<file path="config.mk">
export PLATFORM = sky130hd
export DESIGN_NAME = ppci_top
export DESIGN_NICKNAME = d
export VERILOG_FILES = /design/src/verilog/ppci_pkg.sv /design/src/verilog/ppci_filter.sv /design/src/verilog/ppci_top.sv
export VERILOG_INCLUDE_DIRS = /design/src /design/src/verilog
export SDC_FILE = /design/constraint.sdc
export NUM_CORES = 1
export LEC_CHECK = 0
export BUFFER_PORTS_ARGS = -buffer_cell sky130_fd_sc_hd__buf_4
export CAP_MARGIN = 25
export CORE_ASPECT_RATIO = 1.2
export CORE_UTILIZATION = 60
export CTS_CLUSTER_DIAMETER = 150
export DETAILED_ROUTE_END_ITERATION = 8
export GPL_TIMING_DRIVEN = 0
export PLACE_DENSITY = 0.8
export SLEW_MARGIN = 30
export SYNTH_ARGS = -nofsm -noshare
export SYNTH_HDL_FRONTEND = slang
export SYNTH_SLANG_ARGS = --single-unit
export TNS_END_PERCENT = 20
</file>
<file path="constraint.sdc">
create_clock -name clk_i -period 5.9 [get_ports clk_i]
set_clock_uncertainty 0.15 [all_clocks]
set_input_delay 0.295 -clock clk_i [delete_from_list [all_inputs] [get_ports clk_i]]
set_output_delay 0.295 -clock clk_i [all_outputs]
set_load 0.1 [all_outputs]
</file>
<file path="src/verilog/ppci_defs.svh">
// constants of the position pulse command input block
`ifndef PPC_DEFS_SVH
`define PPC_DEFS_SVH

`define PPC_ADR_W        8
`define PPC_OFF_CTRL     8'h00
`define PPC_OFF_CWIDTH   8'h04
`define PPC_OFF_FACTOR   8'h08
`define PPC_OFF_STATUS   8'h0C
`define PPC_OFF_POS      8'h10
`define PPC_OFF_RATE     8'h14

`define PPC_CTRL_SRC_LSB   0
`define PPC_CTRL_FILT_LSB  4
`define PPC_CTRL_MSEL_LSB  8

`define PPC_RST_SRC      2'h0
`define PPC_RST_FILT     4'h2
`define PPC_RST_MSEL     2'h0
`define PPC_RST_CWIDTH   13'h0190
`define PPC_RST_FACTOR   7'h01
`define PPC_CWIDTH_MAX   13'h1388
`define PPC_FACTOR_MIN   7'h01
`define PPC_FACTOR_MAX   7'h64
`define PPC_FILT_CUSTOM  4'h8

`define PPC_CLK_PS       8000
`define PPC_TICK_PS      12500
`define PPC_RATE_WIN_NS  1000000
`define PPC_RATE_WIN_CYC (`PPC_RATE_WIN_NS * 1000 / `PPC_CLK_PS)

`endif

</file>
<file path="src/verilog/ppci_pkg.sv">
// types of the position pulse command input block
package ppci_pkg;

    typedef enum logic [1:0] {
        PPCI_SRC_LOW  = 2'h0,
        PPCI_SRC_HIGH = 2'h1,
        PPCI_SRC_RESV = 2'h2,
        PPCI_SRC_INT  = 2'h3
    } ppci_src_t;

    typedef enum logic [1:0] {
        PPCI_MSEL_OFF = 2'h0,
        PPCI_MSEL_ON  = 2'h1,
        PPCI_MSEL_SW  = 2'h2,
        PPCI_MSEL_RSV = 2'h3
    } ppci_msel_t;

    typedef struct packed {
        ppci_src_t   src;
        logic [3:0]  filt;
        ppci_msel_t  msel;
        logic [12:0] cwidth;
        logic [6:0]  factor;
    } ppci_cfg_t;

endpackage

</file>
<file path="src/verilog/ppci_filter.sv">
// width filter for one command pulse line
`timescale 1ns/1ps
`default_nettype none
module ppci_filter (
    input  wire logic        clk_i,
    input  wire logic        rst_i,
    input  wire logic        raw_i,
    input  wire logic        tick_i,
    input  wire logic [12:0] width_i,
    output logic             clean_o,
    output logic             rise_o
);
    logic [13:0] cnt_q;

    // phase length counted in base ticks while input differs from output
    always_ff @(posedge clk_i) begin
        if (rst_i) begin
            cnt_q <= 14'h0000;
        end else if (raw_i == clean_o || cnt_q > {1'b0, width_i}) begin
            cnt_q <= 14'h0000;
        end else if (tick_i) begin
            cnt_q <= cnt_q + 14'h0001;
        end
    end

    always_ff @(posedge clk_i) begin
        if (rst_i) begin
            clean_o <= 1'b0;
            rise_o  <= 1'b0;
        end else begin
            rise_o <= 1'b0;
            if (raw_i != clean_o && cnt_q > {1'b0, width_i}) begin
                clean_o <= raw_i;
                rise_o  <= raw_i;
            end
        end
    end

    filt_accept_a: assert property (@(posedge clk_i) disable iff (rst_i)
        $changed(clean_o) |-> $past(cnt_q) > {1'b0, $past(width_i)})
        else $error("filter accepted a phase not longer than width");

    filt_hold_a: assert property (@(posedge clk_i) disable iff (rst_i)
        (raw_i == clean_o) |=> cnt_q == 14'h0000)
        else $error("filter count not cleared on matching level");

endmodule // ppci_filter
`default_nettype wire

</file>
<file path="src/verilog/ppci_top.sv">
// position pulse command input with wishbone register access
//
// The implementer's own choices: register access over Wishbone and the register addresses.
`timescale 1ns/1ps
`default_nettype none
`include "ppci_defs.svh"
module ppci_top
    import ppci_pkg::*;
#(
    parameter int          RATE_WIN_CYC = `PPC_RATE_WIN_CYC,
    parameter logic [12:0] PRESET_W0    = 13'h0008,
    parameter logic [12:0] PRESET_W1    = 13'h000C,
    parameter logic [12:0] PRESET_W2    = 13'h0010,
    parameter logic [12:0] PRESET_W3    = 13'h0028,
    parameter logic [12:0] PRESET_W4    = 13'h0050,
    parameter logic [12:0] PRESET_W5    = 13'h00A0,
    parameter logic [12:0] PRESET_W6    = 13'h0140,
    parameter logic [12:0] PRESET_W7    = 13'h0280
) (
    input  wire logic        clk_i,
    input  wire logic        rst_i,
    input  wire logic [7:0]  wb_adr_i,
    input  wire logic [31:0] wb_dat_i,
    input  wire logic [3:0]  wb_sel_i,
    input  wire logic        wb_we_i,
    input  wire logic        wb_cyc_i,
    input  wire logic        wb_stb_i,
    output logic [31:0]      wb_dat_o,
    output logic             wb_ack_o,
    input  wire logic        pulse_low_i,
    input  wire logic        pulse_high_i,
    input  wire logic        cmd_dir_i,
    input  wire logic        int_step_i,
    input  wire logic        int_dir_i,
    input  wire logic        gain_switch_i,
    output logic             multiplier_active_out_o,
    output logic [31:0]      position_o,
    output logic             cmd_step_o
);
    // ************************************************************
    // pin synchronisers
    // ************************************************************
    logic [3:0] meta_q;
    logic [3:0] sync_q;
    logic       plow_s;
    logic       phigh_s;
    logic       dir_s;
    logic       gain_s;

    always_ff @(posedge clk_i) begin
        if (rst_i) begin
            meta_q <= 4'h0;
            sync_q <= 4'h0;
        end else begin
            meta_q <= {gain_switch_i, cmd_dir_i, pulse_high_i, pulse_low_i};
            sync_q <= meta_q;
        end
    end

    assign plow_s  = sync_q[0];
    assign phigh_s = sync_q[1];
    assign dir_s   = sync_q[2];
    assign gain_s  = sync_q[3];

    // ************************************************************
    // configuration registers
    // ************************************************************
    ppci_cfg_t   cfg_q;
    logic        wb_req;
    logic        wb_wr;
    logic [31:0] ctrl_rd;

    assign wb_req  = wb_cyc_i && wb_stb_i && !wb_ack_o;
    assign wb_wr   = wb_req && wb_we_i;
    assign ctrl_rd = {22'h0, cfg_q.msel, cfg_q.filt, 2'h0, cfg_q.src};

    function automatic logic [31:0] merge(input logic [31:0] old_v);
        logic [31:0] r;
        r = old_v;
        for (int i = 0; i < 4; i++) begin
            if (wb_sel_i[i]) begin
                r[i*8 +: 8] = wb_dat_i[i*8 +: 8];
            end
        end
        return r;
    endfunction

    function automatic logic [6:0] clamp_factor(input logic [31:0] v);
        if (v[31:7] != 25'h0 || v[6:0] > `PPC_FACTOR_MAX) begin
            return `PPC_FACTOR_MAX;
        end else if (v[6:0] < `PPC_FACTOR_MIN) begin
            return `PPC_FACTOR_MIN;
        end
        return v[6:0];
    endfunction

    always_ff @(posedge clk_i) begin
        logic [31:0] m;
        m = 32'h0;
        if (rst_i) begin
            cfg_q.src    <= ppci_src_t'(`PPC_RST_SRC);
            cfg_q.filt   <= `PPC_RST_FILT;
            cfg_q.msel   <= ppci_msel_t'(`PPC_RST_MSEL);
            cfg_q.cwidth <= `PPC_RST_CWIDTH;
            cfg_q.factor <= `PPC_RST_FACTOR;
        end else if (wb_wr) begin
            unique case (wb_adr_i)
                `PPC_OFF_CTRL: begin
                    m = merge(ctrl_rd);
                    cfg_q.src  <= ppci_src_t'(m[`PPC_CTRL_SRC_LSB +: 2]);
                    if (m[`PPC_CTRL_FILT_LSB +: 4] <= `PPC_FILT_CUSTOM) begin
                        cfg_q.filt <= m[`PPC_CTRL_FILT_LSB +: 4];
                    end
                    if (m[`PPC_CTRL_MSEL_LSB +: 2] != 2'h3) begin
                        cfg_q.msel <= ppci_msel_t'(m[`PPC_CTRL_MSEL_LSB +: 2]);
                    end
                end
                `PPC_OFF_CWIDTH: begin
                    m = merge({19'h0, cfg_q.cwidth});
                    if (m[31:13] != 19'h0 || m[12:0] > `PPC_CWIDTH_MAX) begin
                        cfg_q.cwidth <= `PPC_CWIDTH_MAX;
                    end else begin
                        cfg_q.cwidth <= m[12:0];
                    end
                end
                `PPC_OFF_FACTOR: begin
                    m = merge({25'h0, cfg_q.factor});
                    cfg_q.factor <= clamp_factor(m);
                end
                default: begin
                end
            endcase
        end
    end

    // ************************************************************
    // filter width and 12.5 ns base tick
    // ************************************************************
    logic [12:0] width_q;
    logic [14:0] tacc_q;
    logic        tick_q;

    always_ff @(posedge clk_i) begin
        if (rst_i) begin
            width_q <= PRESET_W2;
        end else begin
            unique case (cfg_q.filt)
                4'h0:    width_q <= PRESET_W0;
                4'h1:    width_q <= PRESET_W1;
                4'h2:    width_q <= PRESET_W2;
                4'h3:    width_q <= PRESET_W3;
                4'h4:    width_q <= PRESET_W4;
                4'h5:    width_q <= PRESET_W5;
                4'h6:    width_q <= PRESET_W6;
                4'h7:    width_q <= PRESET_W7;
                default: width_q <= cfg_q.cwidth;
            endcase
        end
    end

    // fractional accumulator: one tick per 12.5 ns on average
    always_ff @(posedge clk_i) begin
        if (rst_i) begin
            tacc_q <= 15'h0000;
            tick_q <= 1'b0;
        end else if (tacc_q + 15'(`PPC_CLK_PS) >= 15'(`PPC_TICK_PS)) begin
            tacc_q <= tacc_q + 15'(`PPC_CLK_PS) - 15'(`PPC_TICK_PS);
            tick_q <= 1'b1;
        end else begin
            tacc_q <= tacc_q + 15'(`PPC_CLK_PS);
            tick_q <= 1'b0;
        end
    end

    // ************************************************************
    // source select and filtering
    // ************************************************************
    logic ext_raw;
    logic ext_rise;
    logic step;
    logic step_dir;

    assign ext_raw = (cfg_q.src == PPCI_SRC_HIGH) ? phigh_s : plow_s;

    ppci_filter u_filter (
        .clk_i   (clk_i),
        .rst_i   (rst_i),
        .raw_i   (ext_raw),
        .tick_i  (tick_q),
        .width_i (width_q),
        .clean_o (),
        .rise_o  (ext_rise)
    );

    always_comb begin
        step     = 1'b0;
        step_dir = dir_s;
        unique case (cfg_q.src)
            PPCI_SRC_LOW, PPCI_SRC_HIGH: step = ext_rise;
            PPCI_SRC_INT: begin
                step     = int_step_i;
                step_dir = int_dir_i;
            end
            PPCI_SRC_RESV: step = 1'b0;
        endcase
    end

    // ************************************************************
    // multiplier and position count
    // ************************************************************
    logic       mact;
    logic [6:0] delta;
    logic [31:0] rate_acc_q;
    logic [31:0] rate_q;
    logic [31:0] win_q;

    always_comb begin
        unique case (cfg_q.msel)
            PPCI_MSEL_ON: mact = 1'b1;
            PPCI_MSEL_SW: mact = gain_s;
            default:      mact = 1'b0;
        endcase
    end

    assign delta = mact ? cfg_q.factor : 7'h01;

    always_ff @(posedge clk_i) begin
        if (rst_i) begin
            multiplier_active_out_o <= 1'b0;
        end else begin
            multiplier_active_out_o <= mact;
        end
    end

    always_ff @(posedge clk_i) begin
        if (rst_i) begin
            position_o <= 32'h0000_0000;
            cmd_step_o <= 1'b0;
        end else begin
            cmd_step_o <= step;
            if (wb_wr && wb_adr_i == `PPC_OFF_POS) begin
                position_o <= merge(position_o);
            end else if (step && step_dir) begin
                position_o <= position_o - {25'h0, delta};
            end else if (step) begin
                position_o <= position_o + {25'h0, delta};
            end
        end
    end

    // commanded rate: scaled pulses per measurement window
    always_ff @(posedge clk_i) begin
        if (rst_i) begin
            win_q      <= 32'h0000_0000;
            rate_acc_q <= 32'h0000_0000;
            rate_q     <= 32'h0000_0000;
        end else if (win_q == 32'(RATE_WIN_CYC - 1)) begin
            win_q      <= 32'h0000_0000;
            rate_q     <= rate_acc_q + (step ? {25'h0, delta} : 32'h0);
            rate_acc_q <= 32'h0000_0000;
        end else begin
            win_q <= win_q + 32'h0000_0001;
            if (step) begin
                rate_acc_q <= rate_acc_q + {25'h0, delta};
            end
        end
    end

    // ************************************************************
    // wishbone answer
    // ************************************************************
    always_ff @(posedge clk_i) begin
        if (rst_i) begin
            wb_ack_o <= 1'b0;
            wb_dat_o <= 32'h0000_0000;
        end else begin
            wb_ack_o <= wb_req;
            wb_dat_o <= 32'h0000_0000;
            if (wb_req && !wb_we_i) begin
                unique case (wb_adr_i)
                    `PPC_OFF_CTRL:   wb_dat_o <= ctrl_rd;
                    `PPC_OFF_CWIDTH: wb_dat_o <= {19'h0, cfg_q.cwidth};
                    `PPC_OFF_FACTOR: wb_dat_o <= {25'h0, cfg_q.factor};
                    `PPC_OFF_STATUS: wb_dat_o <= {30'h0, gain_s, mact};
                    `PPC_OFF_POS:    wb_dat_o <= position_o;
                    `PPC_OFF_RATE:   wb_dat_o <= rate_q;
                    default:         wb_dat_o <= 32'h0000_0000;
                endcase
            end
        end
    end

    // ************************************************************
    // checks
    // ************************************************************
    mult_off_a: assert property (@(posedge clk_i) disable iff (rst_i)
        cfg_q.msel == PPCI_MSEL_OFF |=> !multiplier_active_out_o)
        else $error("status on while multiplier disabled");

    mult_on_a: assert property (@(posedge clk_i) disable iff (rst_i)
        cfg_q.msel == PPCI_MSEL_ON |=> multiplier_active_out_o)
        else $error("status off while multiplier forced");

    mult_follow_a: assert property (@(posedge clk_i) disable iff (rst_i)
        cfg_q.msel == PPCI_MSEL_SW |=> multiplier_active_out_o == $past(gain_s))
        else $error("status does not follow switch input");

    count_once_a: assert property (@(posedge clk_i) disable iff (rst_i)
        step && !mact && !step_dir && !wb_wr
        |=> position_o == $past(position_o) + 32'h1)
        else $error("inactive multiplier did not count once");

    count_mult_a: assert property (@(posedge clk_i) disable iff (rst_i)
        step && mact && step_dir && !wb_wr
        |=> position_o == $past(position_o) - {25'h0, $past(cfg_q.factor)})
        else $error("active multiplier count wrong");

    resv_src_a: assert property (@(posedge clk_i) disable iff (rst_i)
        cfg_q.src == PPCI_SRC_RESV && !wb_wr |=> $stable(position_o))
        else $error("reserved source moved the position");

    factor_range_a: assert property (@(posedge clk_i) disable iff (rst_i)
        cfg_q.factor >= `PPC_FACTOR_MIN && cfg_q.factor <= `PPC_FACTOR_MAX)
        else $error("factor out of range");

    custom_width_a: assert property (@(posedge clk_i) disable iff (rst_i)
        cfg_q.filt == `PPC_FILT_CUSTOM ##1 cfg_q.filt == `PPC_FILT_CUSTOM
        |-> width_q == $past(cfg_q.cwidth))
        else $error("custom width not applied");

    hold_pos_a: assert property (@(posedge clk_i) disable iff (rst_i)
        !step && !wb_wr |=> $stable(position_o))
        else $error("position moved without a pulse");

endmodule // ppci_top
`default_nettype wire
</file>
==> run summary <==
The smallest clock period supported by the final layout is computed as 5.51 ns. The number of antenna violations at the first check in global routing came out at 0. Static timing analysis puts the maximum clock frequency at 0.181 GHz.

At the worst endpoint, the required time is 6.20 ns. The flow ran to the end, and the final reports show no timing, DRC or antenna violations. At the pin with the least slew margin, the transition time is 0.921 ns. The floorplan step defined a die boundary enclosing 0.0233 mm2.

In this run, synthesis produced a sequential element count of 242. The area added between synthesis and finish was 18.0%. The capturing point of the worst reg2reg path is position_o[31]. For the buffer depth of the longest clock path, the log shows 3. In this run, the number of DRC markers left after iteration 0 of detailed routing was 1194. Number of nets in the finished design: 1984. The cell area that synthesis handed to floorplanning was 0.0136 mm2.

The most common library cell in the layout ignoring fill and taps is sky130_fd_sc_hd__nor2_1. The run gives 13400 as the vias after detailed routing. The H-tree depth was 1; the post-CTS clock slew at the launch and capture registers of the worst setup and hold paths was 0.07 ns. In the layout the commonest cells are sky130_fd_sc_hd__nor2_1, sky130_fd_sc_hd__dfxtp_1, sky130_fd_sc_hd__nand2_1, sky130_fd_sc_hd__buf_4, sky130_fd_sc_hd__a21oi_1. The yosys synthesis warning count is 0.

The aggregate negative setup slack came out at 0 ns. The synthesized design devotes to its leading area cell type 35.6% of total area. Yosys attributes the largest share of cell area to sky130_fd_sc_hd__dfxtp_1, sky130_fd_sc_hd__nor2_1, sky130_fd_sc_hd__ha_1. Excluding fillers, the count of instances in the completed layout stands at 2153. Measured in cells, the most critical reg-to-reg path has a length of 19.

Setup repair after global routing left no endpoint under its margin. The run gives 0.55 ns as the worst-skew pair later-pin latency. The most area-hungry cell type in the Yosys netlist is sky130_fd_sc_hd__dfxtp_1. The number of enable-type register cells in the synthesized netlist came out at 0. The highest net fanout along the worst path was 10; the proportion of layout cells with a drive suffix above 1 was 11.5%. The async set or reset register ratio after synthesis was 0%.

The hold path startpoint was wb_dat_i[25]. In the final routed layout, each cell accounts on average for 19.5 um. The placer's final routability congestion estimate is 0.972, and the total inserted antenna cells is 0. After detailed routing, the number of remaining DRC violations is 0. The max-slew violation total from the final report was 0; the placed wire-length estimate was 31.2 mm. The worst hold path terminates at position_o[25].

The count of buffers added by post-CTS timing repair for setup came out at 0. Synthesized instance count: 1674. For this configuration, the core starts out at a cell density of 60.9%. The number of nets in the synthesized netlist was 1802; the pin count of the biggest net entering global routing was 14.

The leakage power was 6.28 nW; the residual antenna-violating net count after detailed routing was 0. Fraction of the yosys area taken by sequential cells: 35.6%. Buffers inserted during clock tree synthesis total 26. Dividing the synthesized area by the synthesized cell count gives 8.14 um2.

Dividing total power by cell area gives a power density of 245 mW/mm2. Final hold violation count: 0. The sink count of the clock tree came out at 242. TritonCTS built the clock tree. The area of the core was 0.0224 mm2; the quantity of I/O buffers inserted on ports was 120.

The run gives 0 as the max-capacitance violation count. The tools report the final number of setup-violating endpoints as 0. STA classifies the critical path endpoint as a flip-flop.

Startpoint of the worst register-to-register path: cfg_q[20]. The adder and majority cell fraction of the synthesized area was 6.87%. The min-delay analysis places its worst path in the category in2reg. The type of origin of the critical path is a flip-flop. Summing the areas of all and, or, nand and nor instances in the mapped netlist gives 23.4% of the synthesized area. The type of the worst setup path is reg2reg. Summing the areas of all compound-gate instances in the mapped netlist gives 18.8% of the synthesized area.

The proportion of synthesized area in mux cells was 1.78%. Global routing consumed, over all layers together, 35.5% of the routing resources. Using the TritonRoute via totals, the vias-per-cell ratio works out to 6.21. The overall die width came out at 140 um. The tightest slew margin relative to the limit was 38.6%; the number of cells traversed by the worst hold path was 3. Among all flip-flop cells after synthesis, the most frequent one is sky130_fd_sc_hd__dfxtp_1. The distinct cell type count after synthesis is 76, and the global-route wire length before repair is 66.2 mm.

The maximum resistive drop on vdd is 0.262 mV, and the via count of the first global-routing pass is 12700. The first TritonRoute pass finished after 9 iterations. Pin placement for this block handled 122 I/O pins. Final wirelength: 42.0 mm. The number of cell rows came out at 60. The XOR/XNOR share of the synthesized area is 9.07%, and the setup slack of the most critical reg-to-reg path is 0.39 ns. From bottom edge to top edge, the die measures 167 um. The main combinational cell family by area after synthesis was simple AND/OR/NAND/NOR gates. The number of placed instances, taps included, is 2073.

The final worst-path cycle share works out to 93.4%. Global routing finished with a remaining overflow of 0. Clock tree root buffer cell: sky130_fd_sc_hd__clkbuf_16. For the worst setup path, the data arrival time is 5.81 ns.
-- how the worst max path moves through the flow --
stage                   start              to  cells after the start
floorplan           cfg_q[20]  position_o[21]                     20
CTS                 cfg_q[20]  position_o[19]                     19
global placement    cfg_q[27]      rate_q[15]                     16
global route        cfg_q[27]      rate_q[26]                     16
finish              cfg_q[20]  position_o[31]                     19
detailed placement  cfg_q[20]  position_o[19]                     19
-- power breakdown --
| group | switching, mW | internal (mW) | leakage (nW) |
|---|---|---|---|
| clock network | 0.688 | 0.979 | 0.428 |
| registers | 0.0468 | 1.68 | 1.95 |
| logic | 0.305 | 0.236 | 3.90 |
-- cells in the mapped netlist, types with 4 or more instances --
cell type                     n
sky130_fd_sc_hd__nor2_1     274
sky130_fd_sc_hd__dfxtp_1    242
sky130_fd_sc_hd__nand2_1    138
sky130_fd_sc_hd__a21oi_1     96
sky130_fd_sc_hd__xnor2_1     79
sky130_fd_sc_hd__ha_1        70
sky130_fd_sc_hd__inv_1       63
sky130_fd_sc_hd__xor2_1      62
sky130_fd_sc_hd__clkbuf_1    58
sky130_fd_sc_hd__nand3_1     51
sky130_fd_sc_hd__o21ai_0     47
sky130_fd_sc_hd__nor3_1      44
sky130_fd_sc_hd__a21o_1      33
sky130_fd_sc_hd__a211oi_1    30
sky130_fd_sc_hd__a22oi_1     29
sky130_fd_sc_hd__nand4_1     25
sky130_fd_sc_hd__mux2i_1     22
sky130_fd_sc_hd__nor2b_1     21
sky130_fd_sc_hd__nor4_1      21
sky130_fd_sc_hd__and3_1      19
sky130_fd_sc_hd__a222oi_1    16
sky130_fd_sc_hd__and2_1      16
sky130_fd_sc_hd__or3_1       14
sky130_fd_sc_hd__a311oi_1    12
sky130_fd_sc_hd__o211ai_1    12
sky130_fd_sc_hd__nor3b_1     11
sky130_fd_sc_hd__or2_2       10
sky130_fd_sc_hd__a31oi_1      9
sky130_fd_sc_hd__buf_2        9
sky130_fd_sc_hd__nand2b_1     8
sky130_fd_sc_hd__o21a_1       8
sky130_fd_sc_hd__a211oi_2     7
sky130_fd_sc_hd__buf_1        7
sky130_fd_sc_hd__o21bai_1     7
sky130_fd_sc_hd__o22ai_1      7
sky130_fd_sc_hd__and4_1       6
sky130_fd_sc_hd__buf_4        6
sky130_fd_sc_hd__a22o_1       5
sky130_fd_sc_hd__a31o_2       5
sky130_fd_sc_hd__a32oi_1      5
sky130_fd_sc_hd__or4_1        5
sky130_fd_sc_hd__a2111oi_0    4
sky130_fd_sc_hd__a211o_1      4
-- sequential cells by signal, summed over array words and instances, names as in the netlist, 14 cells and up --
name,count
win_q,32
rate_q,32
cfg_q,28
position_o,32
u_filter.cnt_q,14
wb_dat_o,32
rate_acc_q,32
-- metrics by stage --
step	power, mW	utilization, %	setup WS [ns]	cell area, um2	hold slack (ns)
after floorplan	2.14	-	1.63	13600	0.263
after global placement	2.26	66.5	0.715	14900	0.268
after detailed placement	2.28	66.5	0.580	14900	0.278
after CTS	3.94	71.9	0.565	16100	0.0205
after global routing	4.08	71.9	0.127	16100	0.0525
final	3.94	71.9	0.387	16100	0.0371
-- cell type report --
type / count / area (um2)
clock buffers: 33 / 707
clock inverters: 13 / 161
fillers: 1803 / 6290
well taps: 279 / 349
plain buffers: 84 / 373
inverters: 63 / 236
flip-flops and latches: 242 / 4840
repair buffers: 154 / 1240
multi-input cells: 1285 / 8170
-- critical path: stages, from the launching register on --
cell and delay [ns]:
sky130_fd_sc_hd__dfxtp_1 0.42, sky130_fd_sc_hd__inv_1 0.07, sky130_fd_sc_hd__ha_1 0.30, sky130_fd_sc_hd__nor2_1 0.18
sky130_fd_sc_hd__clkbuf_1 0.39, sky130_fd_sc_hd__and2_1 0.34, sky130_fd_sc_hd__inv_1 0.08, sky130_fd_sc_hd__ha_1 0.24
sky130_fd_sc_hd__o21a_1 0.15, sky130_fd_sc_hd__ha_1 0.28, sky130_fd_sc_hd__mux2i_1 0.22, sky130_fd_sc_hd__ha_1 0.35
sky130_fd_sc_hd__a21o_1 0.22, sky130_fd_sc_hd__or2_2 0.30, sky130_fd_sc_hd__o21ai_0 0.49, sky130_fd_sc_hd__a21oi_1 0.22
sky130_fd_sc_hd__o31ai_1 0.36, sky130_fd_sc_hd__a21oi_1 0.16, sky130_fd_sc_hd__o21a_1 0.20, sky130_fd_sc_hd__o32ai_1 0.27
-- timing repair --
item,CTS,global route
gates resized for setup,0,0
endpoints found under the hold margin,45,0
hold buffers,34,0
-- cells by family after synthesis --
group,after synthesis
muxes,24
AOI/OAI and AO/OA,370
DFF,242
adders and majority gates,73
xor gates and xnor gates,141
and+or+nand+nor,677
buffers and inverters,147
-- layer usage --
| layer | part of all wire (%) | track usage (%) |
|---|---|---|
| met5 | 0 | 0 |
| met4 | 5.5 | 18.7 |
| met3 | 8.3 | 5.75 |
| met2 | 47 | 59.7 |
| met1 | 39 | 43.6 |
Power figures use the tool's default switching activity.
